--- src/tqw_pkg.sv ---
package tqw_pkg;

    // Register addresses on the serial port
    localparam logic [6:0] ADDR_CFG_A = 7'h13;
    localparam logic [6:0] ADDR_CFG_B = 7'h14;
    localparam logic [6:0] ADDR_TRIG = 7'h15;
    localparam logic [6:0] ADDR_RPULSE = 7'h16;
    localparam logic [6:0] ADDR_QACFG = 7'h2d;
    localparam logic [6:0] ADDR_ANSWER = 7'h2e;
    localparam logic [6:0] ADDR_QUESTION = 7'h2f;

    // Field positions
    localparam int CFGA_MODE_LSB = 6;
    localparam int CFGA_PRE_LSB = 4;
    localparam int CFGA_ERR_LSB = 2;
    localparam int CFGA_THR_LSB = 0;
    localparam int CFGB_CODE_LSB = 5;
    localparam int CFGB_ERR_LSB = 1;
    localparam int CFGB_EN_BIT = 0;

    // Operating modes
    localparam logic [1:0] MODE_TIMEOUT = 2'h0;
    localparam logic [1:0] MODE_WINDOW = 2'h1;
    localparam logic [1:0] MODE_QA = 2'h2;

    // Failure thresholds and counter limits
    localparam logic [3:0] THR_FIRST = 4'h1;
    localparam logic [3:0] THR_FIFTH = 4'h5;
    localparam logic [3:0] THR_NINTH = 4'h9;
    localparam logic [3:0] ERR_MAX = 4'hf;
    localparam logic [3:0] Q_SUBST = 4'h1;

    // Serial frame: one command byte, one data byte
    localparam logic [4:0] CMD_BITS = 5'h08;
    localparam logic [4:0] FRAME_BITS = 5'h10;

    // Millisecond tick derived from the clock rate
    localparam int CLK_PERIOD_NS = 100;
    localparam int TICK_TIME_NS = 1000000;
    localparam int TICK_CYCLES = TICK_TIME_NS / CLK_PERIOD_NS;

    // Period in ms indexed by {period_code, period_prescale}; 0 = reserved
    localparam logic [15:0] PERIOD_MS [32] = '{
        16'd4, 16'd8, 16'd12, 16'd16,
        16'd32, 16'd64, 16'd96, 16'd128,
        16'd128, 16'd256, 16'd384, 16'd512,
        16'd256, 16'd384, 16'd512, 16'd768,
        16'd512, 16'd1024, 16'd1536, 16'd2048,
        16'd2048, 16'd4096, 16'd6144, 16'd8192,
        16'd10240, 16'd20240, 16'd0, 16'd0,
        16'd0, 16'd0, 16'd0, 16'd0};

    // Expected answers per question, bytes {resp3, resp2, resp1, resp0}
    localparam logic [31:0] ANSWERS [16] = '{
        32'hff0ff000, 32'hb040bf4f, 32'he919e616, 32'ha656a959,
        32'h75857a8a, 32'h3aca35c5, 32'h63936c9c, 32'h2cdc23d3,
        32'hd222dd2d, 32'h9d6d9262, 32'hc434cb3b, 32'h8b7b8474,
        32'h58a857a7, 32'h17e718e8, 32'h4ebe41b1, 32'h01f10efe};

endpackage

--- src/tqw_watchdog.sv ---
// Summary of operation
// - Disabled at reset; starts on first trigger
// - Timer and limp output off in sleep
// - Failure drives limp output or interrupt low
// - Error counter up on error, down, floor zero
// - Threshold first, fifth or ninth; count readable
// - Two-bit field selects timeout, window, QA
// - Period looked up from prescale and code
// - Timing rewrite stops timer until next trigger
// - Window mode: closed half then open half
// - Trigger write restarts with closed window
// - QA period split into two half windows
// - Correct answer gives new question, restarts
// - Wrong answer keeps question, counts error
// - Next question ready one clock after answer
// - Current question readable at any time
// - Generator advances on completed good sequence
// - All-zero generator state replaced by 0001
`timescale 1ns/1ps
`default_nettype none
module tqw_watchdog
    import tqw_pkg::*;
#(
    parameter int TICK = TICK_CYCLES
)
(
    input wire logic clock,
    input wire logic resetn,
    input wire logic sclk,
    input wire logic csn,
    input wire logic sdi,
    output logic sdo,
    output logic sdo_oe,
    input wire logic sleep_mode,
    input wire logic standby_mode,
    input wire logic standby_wd_enable,
    input wire logic limp_select,
    output logic irq_out_low,
    output logic inhibit_output
);

    typedef struct packed {
        logic [1:0] sclk_sy;
        logic [1:0] cs_sy;
        logic [1:0] sdi_sy;
        logic sclk_p;
        logic [4:0] bits;
        logic [15:0] rx;
        logic [7:0] tx;
        logic [1:0] mode;
        logic [1:0] pre;
        logic [1:0] thr;
        logic [2:0] code;
        logic en;
        logic [7:0] rpulse;
        logic [7:0] qacfg;
        logic running;
        logic [23:0] tick;
        logic [15:0] ms;
        logic [3:0] err;
        logic [3:0] question;
        logic [1:0] acnt;
        logic abad;
        logic irq;
        logic limp;
    } tqw_state_t;

    tqw_state_t q, d;
    logic [1:0] rst_sy;
    logic rst_n, rise, fall, wr_ev, rd_ev, trig_wr, ans_wr, q_rd;
    logic timing_wr, active, start, expire, in_first, match, inc, dec;
    logic good, restart;
    logic [15:0] per;
    logic [1:0] k;
    logic [6:0] waddr;
    logic [7:0] wdata;

    function automatic logic [3:0] thr_level(input logic [1:0] sel);
        case (sel)
            2'h1: thr_level = THR_FIFTH;
            2'h2: thr_level = THR_NINTH;
            default: thr_level = THR_FIRST;
        endcase
    endfunction

    function automatic logic [7:0] reg_read(input logic [6:0] a,
                                            input tqw_state_t s);
        logic [1:0] e2;
        e2 = (s.err > 4'h3) ? 2'h3 : s.err[1:0];
        case (a)
            ADDR_CFG_A: reg_read = {s.mode, s.pre, e2, s.thr};
            ADDR_CFG_B: reg_read = {s.code, s.err, s.en};
            ADDR_RPULSE: reg_read = s.rpulse;
            ADDR_QACFG: reg_read = s.qacfg;
            ADDR_QUESTION: reg_read = {1'b0, s.abad, s.acnt, s.question};
            default: reg_read = 8'h00;
        endcase
    endfunction

    // Reset release through two flops; assertion is immediate
    always_ff @(posedge clock or negedge resetn)
    begin
        if (!resetn)
            rst_sy <= 2'b00;
        else
            rst_sy <= {rst_sy[0], 1'b1};
    end
    assign rst_n = rst_sy[1];

    always_comb
    begin
        d = q;
        wr_ev = 1'b0;
        rd_ev = 1'b0;
        trig_wr = 1'b0;
        ans_wr = 1'b0;
        timing_wr = 1'b0;
        start = 1'b0;
        match = 1'b0;
        inc = 1'b0;
        dec = 1'b0;
        good = 1'b0;
        restart = 1'b0;
        // Serial pins pass two flops before any logic looks at them
        d.sclk_sy = {q.sclk_sy[0], sclk};
        d.cs_sy = {q.cs_sy[0], ~csn};
        d.sdi_sy = {q.sdi_sy[0], sdi};
        d.sclk_p = q.sclk_sy[1];
        rise = q.sclk_sy[1] & ~q.sclk_p & q.cs_sy[1];
        fall = ~q.sclk_sy[1] & q.sclk_p & q.cs_sy[1];
        // Serial frame: bit 7 of command set means write
        if (!q.cs_sy[1])
            d.bits = 5'h00;
        else if (rise && q.bits < FRAME_BITS)
        begin
            d.rx = {q.rx[14:0], q.sdi_sy[1]};
            d.bits = q.bits + 5'h01;
            if (q.bits == CMD_BITS - 5'h01)
            begin
                d.tx = reg_read(d.rx[6:0], q);
                rd_ev = ~d.rx[7];
            end
            if (q.bits == FRAME_BITS - 5'h01)
                wr_ev = d.rx[15];
        end
        else if (fall && q.bits > CMD_BITS && q.bits < FRAME_BITS)
            d.tx = {q.tx[6:0], 1'b0};
        waddr = d.rx[14:8];
        wdata = d.rx[7:0];
        q_rd = rd_ev && (d.rx[6:0] == ADDR_QUESTION);
        // Register writes and their side effects
        if (wr_ev)
        begin
            case (waddr)
                ADDR_CFG_A:
                begin
                    d.mode = wdata[CFGA_MODE_LSB +: 2];
                    d.pre = wdata[CFGA_PRE_LSB +: 2];
                    d.thr = wdata[CFGA_THR_LSB +: 2];
                    timing_wr = q.running && (d.pre != q.pre);
                end
                ADDR_CFG_B:
                begin
                    d.code = wdata[CFGB_CODE_LSB +: 3];
                    d.en = wdata[CFGB_EN_BIT];
                    timing_wr = q.running && (d.code != q.code);
                end
                ADDR_TRIG: trig_wr = 1'b1;
                ADDR_RPULSE: d.rpulse = wdata;
                ADDR_QACFG: d.qacfg = wdata;
                ADDR_ANSWER: ans_wr = 1'b1;
                default: ;
            endcase
        end
        // Period and half-period phase
        per = PERIOD_MS[{q.code, q.pre}];
        in_first = q.ms < (per >> 1);
        expire = q.running && per != 16'h0000 && q.ms >= per;
        k = 2'h3 - q.acnt;
        match = wdata == ANSWERS[q.question][{k, 3'b000} +: 8];
        active = q.en & ~sleep_mode & (~standby_mode | standby_wd_enable);
        if (q.running)
        begin
            if (q.tick == 24'(TICK - 1))
            begin
                d.tick = 24'h000000;
                d.ms = q.ms + 16'h0001;
            end
            else
                d.tick = q.tick + 24'h000001;
        end
        if (!active || timing_wr)
        begin
            // Stopped until enabled and triggered again
            d.running = 1'b0;
            restart = 1'b1;
        end
        else
        begin
            start = !q.running &&
                (trig_wr || (q.mode == MODE_QA && (ans_wr || q_rd)));
            // Counters were cleared on stop, so a starting answer counts
            if (start)
                d.running = 1'b1;
            case (q.mode)
                MODE_TIMEOUT:
                begin
                    if (q.running && trig_wr)
                        dec = 1'b1;
                    else if (expire)
                        inc = 1'b1;
                end
                MODE_WINDOW:
                begin
                    if (q.running && trig_wr)
                    begin
                        // Early trigger counts as error
                        inc = in_first;
                        dec = ~in_first;
                    end
                    else if (expire)
                        inc = 1'b1;
                end
                MODE_QA:
                begin
                    if ((q.running || start) && ans_wr)
                    begin
                        if (q.acnt == 2'h3)
                        begin
                            // Fourth byte closes the cycle
                            good = !q.abad && match && !in_first;
                            inc = ~good;
                            dec = good;
                        end
                        else
                        begin
                            d.acnt = q.acnt + 2'h1;
                            d.abad = q.abad | ~match | ~in_first;
                        end
                    end
                    else if (expire)
                        inc = 1'b1;
                end
                default: ;
            endcase
            // Every counted event ends the current window
            restart = inc | dec;
        end
        if (restart)
        begin
            d.tick = 24'h000000;
            d.ms = 16'h0000;
            d.acnt = 2'h0;
            d.abad = 1'b0;
        end
        // Question advances only on a good sequence
        if (good)
        begin
            if (q.question == 4'h0)
                d.question = Q_SUBST;
            else
                d.question = {q.question[2:0],
                              q.question[3] ^ q.question[2]};
        end
        // Saturating up/down error counter
        if (inc && q.err != ERR_MAX)
            d.err = q.err + 4'h1;
        else if (dec && q.err != 4'h0)
            d.err = q.err - 4'h1;
        d.irq = (q.err >= thr_level(q.thr)) & ~limp_select;
        d.limp = (q.err >= thr_level(q.thr)) & limp_select & ~sleep_mode;
    end

    always_ff @(posedge clock or negedge rst_n)
    begin
        if (!rst_n)
            q <= '0;
        else
            q <= d;
    end

    // Outputs straight from state flops
    assign sdo = q.tx[7];
    assign sdo_oe = q.cs_sy[1];
    assign irq_out_low = ~q.irq;
    assign inhibit_output = q.limp;

    a_idle_disabled: assert property (@(posedge clock) disable iff (!rst_n)
        !q.en |=> !q.running) else $error("timer runs while disabled");
    a_sleep_stop: assert property (@(posedge clock) disable iff (!rst_n)
        sleep_mode |=> !q.running) else $error("timer runs in sleep");
    a_limp_sleep: assert property (@(posedge clock) disable iff (!rst_n)
        sleep_mode |=> !inhibit_output) else $error("limp on in sleep");
    a_fail_irq: assert property (@(posedge clock) disable iff (!rst_n)
        (q.err >= thr_level(q.thr) && !limp_select) |=> !irq_out_low)
        else $error("failure not flagged on interrupt");
    a_fail_limp: assert property (@(posedge clock) disable iff (!rst_n)
        (q.err >= thr_level(q.thr) && limp_select && !sleep_mode)
        |=> inhibit_output) else $error("limp not driven on failure");
    a_err_step: assert property (@(posedge clock) disable iff (!rst_n)
        (inc && q.err != ERR_MAX) |=> q.err == $past(q.err) + 4'h1)
        else $error("error count did not step up");
    a_err_floor: assert property (@(posedge clock) disable iff (!rst_n)
        (dec && q.err == 4'h0) |=> q.err == 4'h0)
        else $error("error count went below zero");
    a_timing_stop: assert property (@(posedge clock) disable iff (!rst_n)
        timing_wr |=> !q.running ##1 (q.ms == 16'h0000))
        else $error("timer kept running after retiming");
    a_closed_trig: assert property (@(posedge clock) disable iff (!rst_n)
        (q.mode == MODE_WINDOW && q.running && active && trig_wr && in_first
        && q.err != ERR_MAX) |=> q.err == $past(q.err) + 4'h1)
        else $error("closed window trigger not counted");
    a_trig_restart: assert property (@(posedge clock) disable iff (!rst_n)
        (q.mode == MODE_WINDOW && q.running && active && trig_wr)
        |=> (q.ms == 16'h0000 && q.tick == 24'h000000))
        else $error("trigger did not restart window");
    a_keep_question: assert property (@(posedge clock) disable iff (!rst_n)
        (ans_wr && !good) |=> q.question == $past(q.question))
        else $error("question changed on bad answer");
    a_new_question: assert property (@(posedge clock) disable iff (!rst_n)
        good |=> q.question != $past(q.question))
        else $error("no new question after good answer");
    a_zero_subst: assert property (@(posedge clock) disable iff (!rst_n)
        (good && q.question == 4'h0) |=> q.question == Q_SUBST)
        else $error("zero question not replaced");

endmodule
`default_nettype wire

--- config.mk ---
export PLATFORM = sky130hd
export DESIGN_NAME = tqw_watchdog
export DESIGN_NICKNAME = d
export VERILOG_FILES = /design/src/tqw_pkg.sv /design/src/tqw_watchdog.sv
export SDC_FILE = /design/constraint.sdc
export NUM_CORES = 1
export LEC_CHECK = 0
export BUFFER_PORTS_ARGS = -buffer_cell sky130_fd_sc_hd__clkbuf_2
export CORE_MARGIN = 1
export CORE_UTILIZATION = 50
export CTS_CLUSTER_SIZE = 28
export DETAILED_ROUTE_END_ITERATION = 6
export PLACE_DENSITY = 0.66
export SYNTH_ARGS = -nofsm -noshare
export SYNTH_HDL_FRONTEND = slang
export SYNTH_SLANG_ARGS = --single-unit
--- constraint.sdc ---
create_clock -name clock -period 3.4 [get_ports clock]
set_input_delay 0.51 -clock clock [delete_from_list [all_inputs] [get_ports clock]]
set_output_delay 0.51 -clock clock [all_outputs]
set_load 0.03 [all_outputs]
==> results of run 1 <==
where the power goes:
group	switching, µW	internal, µW	total [µW]
clock network	661	1040	1700
logic	302	279	581
registers	97.3	1440	1540
worst max-delay path: stages (launching register included):
cell,delay [ns]
dfrtp_2,0.45
inv_4,0.06
ha_4,0.28
nand3_4,0.08
ha_4,0.22
nor4bb_1,0.12
a211o_1,0.24
maj3_2,0.29
a221o_1,0.34
a311o_1,0.38
a211oi_4,0.27
nor3_2,0.08
buf_4,0.14
buf_4,0.12
buf_4,0.12
or2_4,0.25
mux2_4,0.30
placed cells by master, fill, tap and decap left out, types with 6 or more instances in the layout:
cell type / count
nor4_1: 8
buf_6: 7
a21oi_1: 54
o31ai_1: 6
o21ai_0: 14
o211ai_1: 7
clkbuf_16: 17
o22ai_1: 9
xor2_1: 16
mux2i_1: 25
nand2b_1: 12
nand3b_1: 8
ha_4: 7
ha_1: 31
dfrtp_1: 114
nor2_2: 14
mux2_2: 7
a21o_1: 6
inv_1: 40
nor3_1: 10
a21oi_2: 6
clkbuf_2: 12
nand3_1: 23
nor2b_1: 7
nand4_1: 11
nor2_4: 12
o21ai_1: 6
and3_1: 13
nand2_1: 56
buf_4: 98
xnor2_1: 44
nor2_1: 60
state kept, by name, indices dropped and copies added (netlist names):
signal / cells
sdo: 1
rst_sy: 2
d: 4
sdo_oe: 1
inhibit_output: 1
q: 108
path summary, 6_finish.rpt:
kind,slack (ns),cells past startpoint,to
min in group asynchronous,0.40,2,rst_sy[1]$_DFF_PN0_
worst max-delay path,-0.45,16,q[11]$_DFFE_PN0P_
max in group asynchronous,1.99,1,q[70]$_DFFE_PN0P_
worst max register to register,-0.45,16,q[11]$_DFFE_PN0P_
worst min-delay path,0.19,1,d[111]$_DFF_PN0_
worst min register to register,0.35,0,q[111]$_DFF_PN0_
area by class of cell:
| class | instances | area, µm² | share of cell area (%) |
|---|---|---|---|
| clock buffers | 21 | 460.4 | 4.830 |
| multi-input cells | 585 | 4549 | 47.72 |
| inverters | 43 | 163.9 | 1.719 |
| well taps | 180 | 225.2 | 2.363 |
| clock inverters | 11 | 102.6 | 1.076 |
| repair buffers | 128 | 1097 | 11.51 |
| flip-flops and latches | 117 | 2934 | 30.78 |
metrics by stage:
step                      TNS (ns)  worst slack, ns
after floorplan             -2.993          -0.5257
after global placement      -7.034          -0.4326
after detailed placement    -11.98          -0.5628
after CTS                   -9.246          -0.4595
after global routing        -20.58          -0.5848
final                       -13.44          -0.4504
synth_stat cells (all sizes together), types with 13 or more instances:
master / n
dfrtp: 117
nor2: 86
a21oi: 62
nand2: 58
xnor2: 44
inv: 43
ha: 38
mux2i: 30
nand3: 26
o21ai: 20
clkbuf: 17
xor2: 16
and3: 14
nand2b: 13
nor3: 13
logic make-up (layout without fill, tap and decap cells):
logic type | Yosys count | in the layout | synth area share (%)
adder cells (fa/ha/maj) | 40 | 40 | 6.942
AND/OR/NAND/NOR | 288 | 288 | 20.89
multiplexers | 40 | 40 | 6.340
XOR/XNOR | 61 | 61 | 7.526
buffers and inverters | 71 | 203 | 4.072
other | 1 | 1 | 0.05150
AO/OA/AOI/OAI | 155 | 155 | 13.97
flip-flops | 117 | 117 | 40.21
repair_timing:
action | 4_1_cts | 5_1_grt
setup endpoints to repair | 51 | 51
endpoints found under the hold margin | 2 | 0
gates cloned | 3 | 0
buffers inserted | 16 | 3
hold buffers | 1 | 0
gates resized for setup | 72 | 35
pin swaps | 35 | 15
per-layer routing:
layer | wire (µm) | vias up
met5 | 0 | -
met4 | 562 | 0
met3 | 817 | 47
met2 | 9876 | 141
met1 | 8230 | 3091
li1 | - | 3006
==> results_dict.tcl, run 1 <==
set metrics [dict create \
    tightestPinTransition_ns 1.101 \
    n_antenna_cell 0 \
    syn_avg_cell_area_um2 9.420 \
    min_period_over_period_pct 113.2 \
    drcViolationCount 0 \
    yosysTopAreaCellShare_pct 40.21 \
    cts_tree "built" \
    met3_usage_pct 5.576 \
    routedWlPerCell_um 17.96 \
    grt.busiest_layer "met2" \
    placementRows 43 \
    dpl.hpwl_um 13080 \
    drv_slew 0 \
    wl_um 19490 \
    use_met1_pct 32.33 \
    hold_start "sdi" \
    finalHoldViolCount 0 \
    fill_cells 1021 \
    drive_gt1_share_pct 28.95 \
    antenna_found_initial 0 \
    placed_cell_area_um2 8263 \
    synth_ff_type "dfrtp_1" \
    cts_root_buf "clkbuf_16" \
    dieArea_um2 15050 \
    rsz0062_at_grt "true" \
    grt_pass1_wl_um 31520 \
    firstDrtPassIters 5 \
    cp.arrival_ns 4.15 \
    io_buffer_count 12 \
    path_clk_slew_ns 0.06 \
    cp-startpoint "q[76]$_DFFE_PN0P_" \
    cp-end-kind "flop" \
    die_width_um 122.7 \
    syn_nets 821 \
    grt_start_max_net_pins 86 \
    post-route-util_pct 67.89 \
    via_per_inst 5.793 \
    detail-route-antenna-nets 0 \
    finalWorstSetupSlack_ns -0.4504 \
    synthCells 773 \
    start_util_pct 51.86 \
    synthArstFlopShare_pct 100.0 \
    ys_types 82 \
    synth_edf_count 0 \
    area_growth_syn_to_layout_pct 30.91 \
    syn_area_um2 7282 \
    total_leakage_power_uw 0.004150 \
    track_usage_pct 27.33 \
    r2r-start "q[76]$_DFFE_PN0P_" \
    outcome "finished with violations" \
    final_cell_area_um2 9533 \
    clk-insertion-delay-late_ns 0.43 \
    synth-seq-cells 117 \
    p_per_area_nw_per_um2 401.5 \
    grt_overflow 0 \
    vias 6285 \
    cap_violations 0 \
    yosysWarnings 0 \
    grt_pass1_vias 6369 \
    io-pin-count 13 \
    cts_buffers 17 \
    cts_buffer_depth 2 \
    synth_top_area_cell "dfrtp_1" \
    critical_path.startpoint_type "flop" \
    clock_sinks 117 \
    die_h_um 122.7 \
    synth_area_leaders "dfrtp_1 40%, ha_1 6.5%, xnor2_1 5.3%" \
    grt_use_met2_pct 47.02 \
    coreArea_um2 14040 \
    path_max_fanout 4 \
    critPathRequiredTime_ns 3.70 \
    hold_class "in -> reg" \
    finalPower_uw 3827 \
    place_inst 1030 \
    setup_violations 51 \
    first_iter_violations 368 \
    peakVddDrop_mv 0.4871 \
    nNetsFinal 940 \
    gp_congestion 0.8494 \
    max_freq_mhz 259.7 \
    finalNonFillerCells 1085 \
    fin_crit_ns 3.850 \
    h-tree-depth 4 \
    whs_ns 0.1903 \
    ys_seq_area_share_pct 40.21 \
    violations "negative setup slack" \
    path_class "reg -> reg" \
    relSlewSlack_pct 26.62 \
    fin_skew_ns 0.01078 \
]
Note: power is estimated with default switching activity, not from simulation.
==> run 2, diff against run 1 <==
--- a/config.mk
+++ b/config.mk
@@ -5,9 +5,11 @@
 export SDC_FILE = /design/constraint.sdc
 export NUM_CORES = 1
 export LEC_CHECK = 0
+export ABC_AREA = 1
 export BUFFER_PORTS_ARGS = -buffer_cell sky130_fd_sc_hd__clkbuf_2
 export CORE_MARGIN = 1
 export CORE_UTILIZATION = 50
+export CTS_CLUSTER_DIAMETER = 30
 export CTS_CLUSTER_SIZE = 28
 export DETAILED_ROUTE_END_ITERATION = 6
 export PLACE_DENSITY = 0.66
==> run 2 against run 1 <==
Effect of this change: the flow still finishes with violations (negative setup slack); sequential power fell by 3%; clock power rose by 16%; register-to-register slack better by 0.32 ns; largest cell class unchanged; largest power group unchanged; highest routed layer unchanged.
==> results_dict.tcl, run 2 <==
set metrics [dict create \
    outcome "finished with violations" \
    violations "negative setup slack" \
    start_util_pct 51.15 \
    crit_top_cell "nand2_2" \
    grt_pass1_wl_um 32850 \
    dieArea_um2 16000 \
    relSlewSlack_pct 58.24 \
    path_class "reg -> reg" \
    grt_start_max_net_pins 81 \
    finalHoldViolCount 0 \
    r2r_cells 28 \
    path_max_fanout 4 \
    wl_um 20570 \
    whs_path_depth 1 \
    synthArstFlopShare_pct 100.0 \
    cts_buffers 17 \
    grt.busiest_layer "met2" \
    syn_avg_cell_area_um2 7.371 \
    synth_edf_count 0 \
    grt_overflow 0 \
    area_growth_syn_to_layout_pct 25.02 \
    fin_crit_ns 3.532 \
    synthTopCellsByCount "276 x nand2_1, 117 x dfrtp_1, 113 x inv_1, 108 x nor2_1, 77 x nand3_1" \
    rrSetupSlack_ns -0.13 \
    finalPower_uw 3775 \
    vias 7312 \
    largest_register "q" \
    cts_tree "built" \
    die_h_um 126.5 \
    io-pin-count 13 \
    path_buf_inv 4 \
    post-route-util_pct 63.95 \
    yosysWarnings 0 \
    clk-insertion-delay-late_ns 0.42 \
    placed_cell_area_um2 8300 \
    first_iter_violations 683 \
    post-place-ws_ns -0.2368 \
    placementRows 45 \
    syn_nets 1099 \
    synth_area_leaders "dfrtp_1 38%, nand2_1 13%, ha_1 6.1%" \
    synth.most_common_cell "nand2_1" \
    nNetsFinal 1176 \
    hold_start "sdi" \
    critPathRequiredTime_ns 3.71 \
    drv_slew 0 \
    coreArea_um2 15150 \
    worst_path_dominant_cell_family "simple AND/OR/NAND/NOR gates" \
    synthCells 1051 \
    fill_cells 1253 \
    min_period_over_period_pct 103.9 \
    detail-route-antenna-nets 0 \
    drive_gt1_share_pct 20.33 \
    via_per_inst 5.502 \
    setup_violations 2 \
    synth-seq-cells 117 \
    fin_skew_ns 0.01137 \
    grt_use_met2_pct 39.65 \
    die_width_um 126.5 \
    h-tree-depth 4 \
    peakVddDrop_mv 0.3868 \
    final_cell_area_um2 9686 \
    gp_congestion 0.9652 \
    clock_sinks 117 \
    ys_types 45 \
    p_per_area_nw_per_um2 389.8 \
    cts_root_buf "clkbuf_16" \
    drcViolationCount 0 \
    finalWorstSetupSlack_ns -0.1321 \
    yosysTopAreaCellShare_pct 37.79 \
    max_stage_delay_ns 0.41 \
    reg2reg_to "q[12]$_DFFE_PN0P_" \
    met3_usage_pct 5.314 \
    syn_area_um2 7747 \
    min_to "d[111]$_DFF_PN0_" \
    slowest_stage "dfrtp_1" \
    cap_violations 0 \
    ys_seq_area_share_pct 37.79 \
    use_met1_pct 37.11 \
    antenna_found_initial 0 \
    cts_buffer_depth 2 \
    path_clk_slew_ns 0.06 \
    n_antenna_cell 0 \
    track_usage_pct 25.84 \
    largest_reg_flops 108 \
    hold_class "in -> reg" \
    final_common_cell "nand2_1" \
    io_buffer_count 12 \
    cp-end-kind "flop" \
    total_leakage_power_uw 0.004412 \
    critical_path.startpoint_type "flop" \
    grt_pass1_vias 6629 \
    synth_top_area_cell "dfrtp_1" \
    tightestPinTransition_ns 0.6217 \
    whs_ns 0.1929 \
    dpl.hpwl_um 13710 \
    synth_ff_type "dfrtp_1" \
    final_cell_mix "263 x nand2_1, 113 x dfrtp_1, 106 x inv_1" \
    max_freq_mhz 283.1 \
    routedWlPerCell_um 15.48 \
    firstDrtPassIters 5 \
    rsz0062_at_grt "true" \
    cp.arrival_ns 3.85 \
    r2r-start "q[77]$_DFFE_PN0P_" \
]
-- run 2: routing by layer --
metal  share of wire, %  vias to the layer above  wire, µm
li1                   -                     3591         -
met1                 47                     3479      9583
met2                 46                      215      9481
met3                6.1                       27      1254
met4                1.2                        0       250
met5                  0                        -         0
-- run 2: power by group --
group          total (µW)  leakage [µW]  internal (µW)  switching [µW]
clock                1980      0.000314           1330             657
combinational         303       0.00259           92.6             210
sequential           1490       0.00151           1440            45.7
total                3770       0.00441           2860             913
-- run 2: layout make-up --
class / count / area, µm² / share of cell area (%)
Multi-Input combinational cell: 783 / 4632 / 47.82
Sequential cell: 117 / 2935 / 30.31
Timing Repair Buffer: 85 / 768.2 / 7.932
Clock buffer: 25 / 505.5 / 5.219
Inverter: 124 / 467.9 / 4.831
Tap cell: 188 / 235.2 / 2.429
Clock inverter: 7 / 141.4 / 1.460
-- run 2: stage by stage --
stage                TNS, ns  cells
finish               -0.1743   1329
floorplan           -0.05201   1051
global route          -3.857   1329
global placement     -0.1155   1276
detailed placement    -2.379   1276
CTS                 -0.06396   1311
-- run 2: worst max path at each step --
stage                            startpoint                end  cells after the start
after global placement    q[77]$_DFFE_PN0P_  q[12]$_DFFE_PN0P_                     28
after CTS                 q[77]$_DFFE_PN0P_  q[12]$_DFFE_PN0P_                     28
final                     q[77]$_DFFE_PN0P_  q[12]$_DFFE_PN0P_                     28
after detailed placement  q[77]$_DFFE_PN0P_  q[12]$_DFFE_PN0P_                     28
after floorplan           q[77]$_DFFE_PN0P_  q[12]$_DFFE_PN0P_                     28
after global routing      q[77]$_DFFE_PN0P_  q[12]$_DFFE_PN0P_                     28
-- run 2: cells by family after synthesis --
group	count (synthesis)	share of synthesized area (%)
AO/OA/AOI/OAI	126	9.432
XOR/XNOR	51	5.766
adder cells (fa/ha/maj)	39	6.395
buffers and inverters	151	8.172
flip-flops	117	37.79
other	1	0.04840
AND/OR/NAND/NOR	566	32.40
-- run 2: repair_timing --
action,in CTS,in global routing
pin swaps,9,35
hold endpoints to repair,2,0
resized for setup,13,105
cloned,0,5
hold buffers,1,0
setup buffers,2,16
endpoints found under the setup margin,40,45
